--- config.mk ---
export PLATFORM = sky130hd
export DESIGN_NAME = psrp_host
export DESIGN_NICKNAME = d
export VERILOG_FILES = /design/src/pkg/psrp_pkg.sv /design/src/rtl/psrp_host.sv
export SDC_FILE = /design/constraint.sdc
export NUM_CORES = 1
export LEC_CHECK = 0
export ABC_AREA = 1
export BUFFER_PORTS_ARGS = -buffer_cell sky130_fd_sc_hd__buf_2
export CAP_MARGIN = 40
export CORE_ASPECT_RATIO = 1.25
export CORE_MARGIN = 4
export CORE_UTILIZATION = 30
export CTS_CLUSTER_DIAMETER = 200
export DETAILED_ROUTE_END_ITERATION = 8
export PLACE_DENSITY = 0.59
export SETUP_SLACK_MARGIN = 0.3
export SLEW_MARGIN = 40
export SYNTH_ARGS = -nofsm -noshare
export SYNTH_HDL_FRONTEND = slang
export SYNTH_SLANG_ARGS = --single-unit
--- constraint.sdc ---
create_clock -name sys_clk_in -period 2.6 [get_ports sys_clk_in]
set_input_delay 0.52 -clock sys_clk_in [delete_from_list [all_inputs] [get_ports sys_clk_in]]
set_output_delay 0.52 -clock sys_clk_in [all_outputs]
set_load 0.005 [all_outputs]
--- src/pkg/psrp_pkg.sv ---
// Purpose: Shared constants, types and pin bundle for the pseudo static RAM host port.
// Assumes: A 25 MHz system clock and the slowest speed grade of the memory.
// Notes: Every timing count is derived from a time in nanoseconds and the clock period.
package psrp_pkg;

    localparam int ADDR_W = 19;
    localparam int DATA_W = 8;
    localparam int WORDS = 524288;
    localparam int CLK_NS = 40;
    localparam int SYNC_DEPTH = 2;

    // Least times round up, longest times round down.
    localparam int PAUSE_NS = 100000;
    localparam int CE_ACC_NS = 100;
    localparam int CE_PRE_NS = 50;
    localparam int WR_PULSE_NS = 30;
    localparam int AREF_PULSE_MIN_NS = 30;
    localparam int AUTO_REFRESH_PULSE_MAX_NS = 8000;
    localparam int AREF_CYCLE_NS = 160;
    localparam int SELF_REFRESH_PULSE_MIN_NS = 8000;
    localparam int REFRESH_EXIT_DELAY_NS = 190;
    localparam int REF_PERIOD_NS = 32000000;
    localparam int REF_ROWS = 2048;
    localparam int REF_INT_NS = REF_PERIOD_NS / REF_ROWS;

    localparam int PAUSE_CYC = (PAUSE_NS + CLK_NS - 1) / CLK_NS;
    localparam int RD_CYC = (CE_ACC_NS + CLK_NS - 1) / CLK_NS + SYNC_DEPTH;
    localparam int WR_CYC = (WR_PULSE_NS + CLK_NS - 1) / CLK_NS + 2;
    localparam int PRE_CYC = (CE_PRE_NS + CLK_NS - 1) / CLK_NS;
    localparam int AREF_LOW_CYC = (AREF_PULSE_MIN_NS + CLK_NS - 1) / CLK_NS;
    localparam int AREF_MAX_CYC = AUTO_REFRESH_PULSE_MAX_NS / CLK_NS;
    localparam int FC_CYC = (AREF_CYCLE_NS + CLK_NS - 1) / CLK_NS;
    localparam int SREF_CYC = (SELF_REFRESH_PULSE_MIN_NS + CLK_NS - 1) / CLK_NS;
    localparam int SEXIT_CYC = (REFRESH_EXIT_DELAY_NS + CLK_NS - 1) / CLK_NS;
    localparam int REF_INT_CYC = REF_INT_NS / CLK_NS;

    localparam int CNT_W = 12;
    localparam int TMR_W = 9;

    typedef enum logic [3:0] {
        S_PAUSE, S_IDLE, S_RD, S_WR, S_WR_END, S_PRE, S_AREF, S_SREF, S_SEXIT
    } psrp_state_t;

    // One access request from the user side.
    typedef struct packed {
        logic write;
        logic [ADDR_W-1:0] addr;
        logic [DATA_W-1:0] wdata;
    } psrp_req_t;

    // Everything the controller drives toward the memory pins.
    typedef struct packed {
        logic chip_sel_n;
        logic output_gate_refresh_n;
        logic rw;
        logic [ADDR_W-1:0] addr_lines;
        logic [DATA_W-1:0] data_pins;
        logic data_oe_n;
    } psrp_pins_t;

endpackage : psrp_pkg

--- src/rtl/psrp_host.sv ---
// Purpose: Host-side controller that drives a 512K x 8 pseudo static RAM through its pins.
// Assumes: One clock, asynchronous active-low reset, memory powered with the controller.
// Notes: Accesses are single words; periodic auto refresh and user-requested self refresh.
//
// What this block does
// - Address is taken at chip select fall; host holds it steady meanwhile.
// - Write data is taken at first rising edge of strobe or select.
// - Auto refresh pulse stays within 8,000 ns; device uses its row counter.
// - Self refresh holds the refresh pin low at least 8,000 ns.
// - Host refreshes all 2048 rows within every 32 ms.
// - After power-up, select stays high for 100 us before any access.
// - After self refresh, wait the exit delay before lowering select.
`timescale 1ns/1ps
module psrp_host
    import psrp_pkg::*;
(
    input wire logic sys_clk_in,
    input wire logic rst_n_in,
    input wire psrp_req_t req_in,
    input wire logic req_valid_in,
    output logic req_ready_out,
    output logic rsp_valid_out,
    output logic [DATA_W-1:0] rsp_rdata_out,
    input wire logic sleep_req_in,
    output logic sleeping_out,
    output psrp_pins_t pins_out,
    input wire logic [DATA_W-1:0] data_pins_in
);

    psrp_state_t state_ff, nxt_state;
    logic [CNT_W-1:0] cnt_ff, nxt_cnt;
    logic [TMR_W-1:0] ref_tmr_ff, nxt_ref_tmr;
    logic ref_pend_ff, nxt_ref_pend;
    psrp_req_t req_ff, nxt_req;
    logic rsp_valid_ff, nxt_rsp_valid;
    logic [DATA_W-1:0] rdata_ff, nxt_rdata;
    psrp_pins_t pins_ff, nxt_pins;
    logic [DATA_W-1:0] dsync1_ff, dsync2_ff;

    // The read data pins come from another chip, so they pass two flops first.
    always_ff @(posedge sys_clk_in or negedge rst_n_in) begin
        if (!rst_n_in) begin
            dsync1_ff <= 8'h00;
            dsync2_ff <= 8'h00;
        end else begin
            dsync1_ff <= data_pins_in;
            dsync2_ff <= dsync1_ff;
        end
    end

    // Sequencer: power-up pause, accesses, refresh and self refresh.
    always_comb begin
        nxt_state = state_ff;
        nxt_cnt = cnt_ff + 12'h001;
        nxt_req = req_ff;
        nxt_rsp_valid = 1'b0;
        nxt_rdata = rdata_ff;
        nxt_ref_tmr = ref_tmr_ff + 9'h001;
        nxt_ref_pend = ref_pend_ff;
        if (ref_tmr_ff == TMR_W'(REF_INT_CYC - 1)) begin
            nxt_ref_tmr = 9'h000;
        end
        case (state_ff)
            S_PAUSE: begin
                nxt_ref_tmr = 9'h000;
                if (cnt_ff == CNT_W'(PAUSE_CYC - 1)) begin
                    nxt_state = S_IDLE;
                end
            end
            S_IDLE: begin
                if (ref_pend_ff) begin
                    nxt_state = S_AREF;
                end else if (sleep_req_in) begin
                    nxt_state = S_SREF;
                end else if (req_valid_in) begin
                    nxt_req = req_in;
                    nxt_state = req_in.write ? S_WR : S_RD;
                end
            end
            S_RD: begin
                if (cnt_ff == CNT_W'(RD_CYC - 1)) begin
                    nxt_rdata = dsync2_ff;
                    nxt_rsp_valid = 1'b1;
                    nxt_state = S_PRE;
                end
            end
            S_WR: begin
                if (cnt_ff == CNT_W'(WR_CYC - 1)) begin
                    nxt_state = S_WR_END;
                end
            end
            S_WR_END: begin
                nxt_rsp_valid = 1'b1;
                nxt_state = S_PRE;
            end
            S_PRE: begin
                if (cnt_ff == CNT_W'(PRE_CYC - 1)) begin
                    nxt_state = S_IDLE;
                end
            end
            S_AREF: begin
                if (cnt_ff == CNT_W'(FC_CYC - 1)) begin
                    nxt_state = S_IDLE;
                end
            end
            S_SREF: begin
                // The device refreshes itself here, so the interval timer restarts.
                nxt_ref_tmr = 9'h000;
                if (cnt_ff >= CNT_W'(SREF_CYC - 1)) begin
                    nxt_cnt = cnt_ff;
                    if (!sleep_req_in) begin
                        nxt_state = S_SEXIT;
                    end
                end
            end
            S_SEXIT: begin
                if (cnt_ff == CNT_W'(SEXIT_CYC - 1)) begin
                    nxt_state = S_IDLE;
                end
            end
            default: begin
                nxt_state = S_IDLE;
            end
        endcase
        if (nxt_state != state_ff) begin
            nxt_cnt = 12'h000;
        end
        // A timer wrap in the same cycle as an auto refresh start keeps the new request.
        if (ref_tmr_ff == TMR_W'(REF_INT_CYC - 1) && state_ff != S_SREF) begin
            nxt_ref_pend = 1'b1;
        end else if (nxt_state == S_AREF || nxt_state == S_SREF) begin
            nxt_ref_pend = 1'b0;
        end
    end

    // Pin values follow the next state so that every pin leaves a flop.
    always_comb begin
        nxt_pins.chip_sel_n = !(nxt_state inside {S_RD, S_WR, S_WR_END});
        nxt_pins.rw = (nxt_state != S_WR);
        nxt_pins.output_gate_refresh_n = !((nxt_state == S_RD) || (nxt_state == S_SREF)
            || (nxt_state == S_AREF && nxt_cnt < CNT_W'(AREF_LOW_CYC)));
        nxt_pins.data_oe_n = !(nxt_state inside {S_WR, S_WR_END});
        nxt_pins.addr_lines = nxt_req.addr;
        nxt_pins.data_pins = nxt_req.wdata;
    end

    always_ff @(posedge sys_clk_in or negedge rst_n_in) begin
        if (!rst_n_in) begin
            state_ff <= S_PAUSE;
            cnt_ff <= 12'h000;
            ref_tmr_ff <= 9'h000;
            ref_pend_ff <= 1'b0;
            req_ff <= '0;
            rsp_valid_ff <= 1'b0;
            rdata_ff <= 8'h00;
            pins_ff <= {1'b1, 1'b1, 1'b1, 19'h00000, 8'h00, 1'b1};
        end else begin
            state_ff <= nxt_state;
            cnt_ff <= nxt_cnt;
            ref_tmr_ff <= nxt_ref_tmr;
            ref_pend_ff <= nxt_ref_pend;
            req_ff <= nxt_req;
            rsp_valid_ff <= nxt_rsp_valid;
            rdata_ff <= nxt_rdata;
            pins_ff <= nxt_pins;
        end
    end

    // Ready is combinational: the request is taken in the same cycle it is seen.
    assign req_ready_out = (state_ff == S_IDLE) && !ref_pend_ff && !sleep_req_in;
    assign rsp_valid_out = rsp_valid_ff;
    assign rsp_rdata_out = rdata_ff;
    assign sleeping_out = (state_ff == S_SREF);
    assign pins_out = pins_ff;

    // Helper counters that measure pin behaviour for the checks below.
    logic [7:0] low_run_ff;
    logic self_done_ff;
    always_ff @(posedge sys_clk_in or negedge rst_n_in) begin
        if (!rst_n_in) begin
            low_run_ff <= 8'h00;
            self_done_ff <= 1'b0;
        end else begin
            // Reads also pull the gate pin low, but only a pulse with select high is a refresh.
            low_run_ff <= (pins_ff.output_gate_refresh_n || !pins_ff.chip_sel_n) ? 8'h00 :
                (low_run_ff == 8'hFF ? low_run_ff : low_run_ff + 8'h01);
            if (!pins_ff.chip_sel_n) begin
                self_done_ff <= 1'b0;
            end else if (!pins_ff.output_gate_refresh_n && low_run_ff >= 8'(SREF_CYC - 1)) begin
                self_done_ff <= 1'b1;
            end
        end
    end
endmodule : psrp_host

**Word-level counts from Yosys, hierarchy flattened**

Index checks and enable logic that the tools add are counted.

- Add/sub/neg operators: 2
- Order comparisons: 2
- Equal/unequal tests: 22
- Muxes and demuxes: 22
- Bitwise gates (word level): 2
- Reduce and logical (&&, ||, !) cells: 19

Operators with widths:

| cell | number |
|---|---|
| $mux 4 | 11 |
| $mux 12 | 3 |
| $pmux 4 s9 | 1 |
| $eq 4x3->1 const B | 7 |
| $eq 12x2->1 const B | 2 |
| $mux 9 | 2 |
| $eq 4x2->1 const B | 4 |
| $add 12x1->12 const B | 1 |
| $eq 12x1->1 const B | 1 |
| $eq 12x12->1 const B | 1 |
| $eq 12x3->1 const B | 1 |
| $ge 12x8->1 const B | 1 |
| $lt 12x1->1 const B | 1 |
| $add 9x1->9 const B | 1 |
| $eq 9x9->1 const B | 1 |
| $logic_not 1->1 | 5 |
| $eq 4x1->1 const B | 1 |
| $eq 4x4->1 const B | 1 |
| $logic_and 1x1->1 | 4 |
| $logic_not 4->1 | 1 |
| $mux 1 | 4 |
| $ne 4x2->1 const B | 1 |
| $ne 4x3->1 const B | 1 |
| $ne 4x4->1 | 1 |
| 8 further kinds | 12 |

- Bits in registers: 82
- Input port bits: 40
- Output and inout bits: 42
- Logic and storage cells: 83

**Logic depth before layout (Yosys ltp)**

- Depth after elaboration: 11
- Gate-level depth with buffers: 18
- Depth with buffers taken out: 18

**Worst setup path before layout**

Ideal clock, no wire load.

- Path kind: register to register
- Start: register cnt_ff[0]
- End: register pins_ff (netlist bit pins_out[29])
- Setup time: 0.079 ns
- Arrival: 1.891 ns
- Data required time: 2.521 ns
- Path slack: 0.629 ns
- Cell stages (with the launch flop): 15
- Path buffers: 0
- Clock period less this slack: 1.971 ns
- Cells stage by stage: dfrtp_1 > ha_1 > nand2_1 > nand3_1 > nand2_1 > nand2_4 > nand2_2 > nand2_1 > nor2_1 > nand3b_1 > xnor2_1 > o21ai_0 > nand3_1 > nor2_1 > nor2_1

RTL lines:

| element | line | text |
|---|---|---|
| start, declared | psrp_host.sv:31 | `logic [CNT_W-1:0] cnt_ff, nxt_cnt;` |
| start signal, assigned | psrp_host.sv:159 | `cnt_ff <= nxt_cnt;` |
| end signal, assigned | psrp_host.sv:156 | `pins_ff <= {1'b1, 1'b1, 1'b1, 19'h00000, 8'h00, 1'b1};` |
| end signal, assigned | psrp_host.sv:165 | `pins_ff <= nxt_pins;` |
| end, declared | psrp_host.sv:37 | `psrp_pins_t pins_ff, nxt_pins;` |

==> results_dict.tcl <==
set metrics [dict create \
    status "finished, final reports clean" \
    synth_simple_gate_area_share_pct 27.53 \
    reg2reg_depth 14 \
    synth_xor_xnor_area_share_pct 1.774 \
    synth_seq_cells 82 \
    grt_pass1_vias 3146 \
    yosys.cell_types.count 31 \
    clk_pin_slew_worst_paths_ns 0.07 \
    mostFrequentLayoutCells "87 x nand2_1, 80 x buf_2, 77 x dfrtp_1" \
    cts_tree "done" \
    netlist.area_leader.share_pct 49.43 \
    final_common_cell "nand2_1" \
    rsz0062_at_grt "no" \
    cts_hold_buf 0 \
    r2r_setup_slack_ns 0.48 \
    area_delta_synth_final_pct 25.03 \
    grt_antenna_before_repair 0 \
    ir_worst_vdd_mv 0.6417 \
    max-clock-path-buffers 2 \
    slew_headroom_pct 47.74 \
    setup-tns-final_ns 0 \
    finalWeightedCongestion 0.9557 \
    hold_class "in -> async" \
    wl_per_cell_microns 13.02 \
    cp_data_arrival_time_ns 2.38 \
    setup_viol 0 \
    drive_gt1_share_pct 34.95 \
    synth_top_family_by_area "simple AND/OR/NAND/NOR gates" \
    grt_overflow_total 0 \
    ant_nets 0 \
    yosysSeqAreaShare_pct 52.09 \
    synth-compound-area-share_pct 3.485 \
    num_rows 46 \
    synthTopCellsByArea "dfrtp_1 49%, nand2_1 8.3%, mux2_2 7.7%, nor2_1 4.7%, inv_1 4.3%" \
    cpMaxStageDelayCell "dfrtp_2" \
    floorplan.initialDensity_pct 30.90 \
    reg2reg_to "pins_out[29]" \
    avgSynthCellArea_sq_um 9.470 \
    clock_sinks 82 \
    crit_chain "ha_2 -> nand2_1 -> nand3_1 -> nand2_1 -> nand2_4 -> nand2_2 -> nand2_1 -> nor2_1 -> nand3b_1 -> xnor2_1 -> o21ai_0 -> nand3_1 -> nor2_1 -> nor2_1" \
    synthesis.nets 463 \
    hold_viol 0 \
    drc 0 \
    utilization_pct 38.64 \
    yosys.area.top_type "dfrtp_1" \
    crit_type "reg -> reg" \
    synth_async_sr_flop_share_pct 100.0 \
    die_h_microns 136.3 \
    clk_latency_ns 0.34 \
    numCtsBuffers 9 \
    core_area_sq_um 12780 \
    grt_pass1_wl_mm 14.92 \
    maxCapViolCount 0 \
    root_buffer "clkbuf_16" \
    slew_violations 0 \
    worstPathMaxFanout 7 \
    muxShareOfSynthArea_pct 7.700 \
    power.density_nw_per_um2 1050 \
    place_hpwl_mm 6.877 \
    die_w_microns 110.6 \
    synth_area_sq_um 3949 \
    avgViaCountPerCell 4.466 \
    synth-warning-count 0 \
    totalWireLength_mm 8.893 \
    htreeDepth 3 \
    drt-pass1-iter-count 4 \
    cp_slowest_stage_delay_ns 0.45 \
    critPathCaptureType "flop" \
    min_period_ns 2.123 \
    hold_ws_ns 0.1813 \
    grt_max_degree 45 \
    fmaxAchievable_mhz 471.0 \
    clock-skew-final_ns 0.005949 \
    synth_edf_count 0 \
    syn_inst 417 \
    synth_ff_type "dfrtp_1" \
    initialDrtViolationCount 98 \
    synth_fa_ha_area_share_pct 1.901 \
    total_power_mw 5.185 \
    tightest_slew_ns 0.7717 \
    io_pins 82 \
    period_share_pct 81.66 \
    startpoint_type "flop" \
    worstPathRequired_ns 2.86 \
    r2r-start "cnt_ff[0]" \
    dieArea_sq_um 15070 \
    io_buffers 81 \
    num_antenna_cells 0 \
    p_leak_nw 2.505 \
    grt.total_usage_pct 12.15 \
    nets 556 \
    nFillCells 1299 \
    vias 3050 \
]
[worst max-delay path by stage]
stage                        end  cells past startpoint  slack, ns    startpoint
floorplan           pins_out[29]                     14       0.63     cnt_ff[0]
global placement    pins_out[29]                     14       0.41  sleep_req_in
detailed placement  pins_out[29]                     14       0.38  sleep_req_in
CTS                 pins_out[29]                     14       0.37     cnt_ff[0]
global route        pins_out[29]                     14       0.31     cnt_ff[0]
finish              pins_out[29]                     14       0.48     cnt_ff[0]
[layout make-up]
class,count,area (sq um),share of cell area [%]
Timing Repair Buffer,85,450.4,9.123
Tap cell,168,210.2,4.257
Inverter,54,202.7,4.105
Clock inverter,7,111.4,2.255
Sequential cell,82,2058,41.69
Clock buffer,9,225.2,4.562
Multi-Input combinational cell,278,1679,34.01
[kinds of logic (layout without fill, tap and decap cells)]
family,Yosys count,after routing
and+or+nand+nor,213,213
DFF,82,82
buffers and inverters,57,155
muxes,27,27
AOI/OAI and AO/OA,24,24
xor gates and xnor gates,8,8
adders and majority gates,6,6
[where the power goes]
part | internal, mW | leakage [nW] | switching (mW) | total (mW)
combinational | 0.798 | 1.31 | 1.17 | 1.97
sequential | 1.62 | 1.03 | 0.196 | 1.82
clock | 0.859 | 0.163 | 0.541 | 1.40
total | 3.28 | 2.51 | 1.90 | 5.19
[layer usage]
layer	share of wire (%)	global-route usage (%)	vias to the layer above	wire length, microns
met3	4.9	2.760	16	436
met2	52	20.85	90	4596
li1	-	-	1509	-
met4	2.1	5.613	0	191
met1	41	14.54	1435	3668
met5	0	0	-	0
[timing repair]
item	CTS	global route
endpoints found under the setup margin	0	3
buffers inserted	0	2
gates resized for setup	0	3
[cell usage after synthesis (3+ instances only)]
cell,number
inv_2,9
ha_1,6
nor2_1,49
mux2_2,27
nand3_2,3
o21ai_0,8
nand2_2,10
dfrtp_1,78
dfstp_2,4
nand2_4,6
a21oi_1,10
nor2_8,3
nand4_1,5
buf_2,3
nor3_1,8
nand3_1,21
nor3b_1,3
nand2_1,87
nor2_4,4
nor2_2,8
xor2_1,6
inv_1,45
[registers in the layout, indices dropped and copies added, names as in the netlist]
| name | flops |
|---|---|
| dsync2_ff | 8 |
| state_ff | 4 |
| rsp_valid_out | 1 |
| ref_pend_ff | 1 |
| cnt_ff | 12 |
| ref_tmr_ff | 9 |
| rsp_rdata_out | 8 |
| pins_out | 31 |
| dsync1_ff | 8 |
[metrics by stage]
step | std cells | instance area (sq um) | setup slack [ns]
global route | 683 | 4937 | 0.3104
detailed placement | 665 | 4579 | 0.3766
CTS | 681 | 4916 | 0.3708
global placement | 665 | 4579 | 0.4141
finish | 683 | 4937 | 0.4768
floorplan | 417 | 3949 | 0.6294
[critical path: cells and delay by family (launching register included)]
kind	cells	cell delay, ns
flip-flops	1	0.45
adder cells (fa/ha/maj)	1	0.24
XOR/XNOR	1	0.15
AO/OA/AOI/OAI	1	0.15
AND/OR/NAND/NOR	11	1.06
Note: power is estimated with default switching activity, not from simulation.
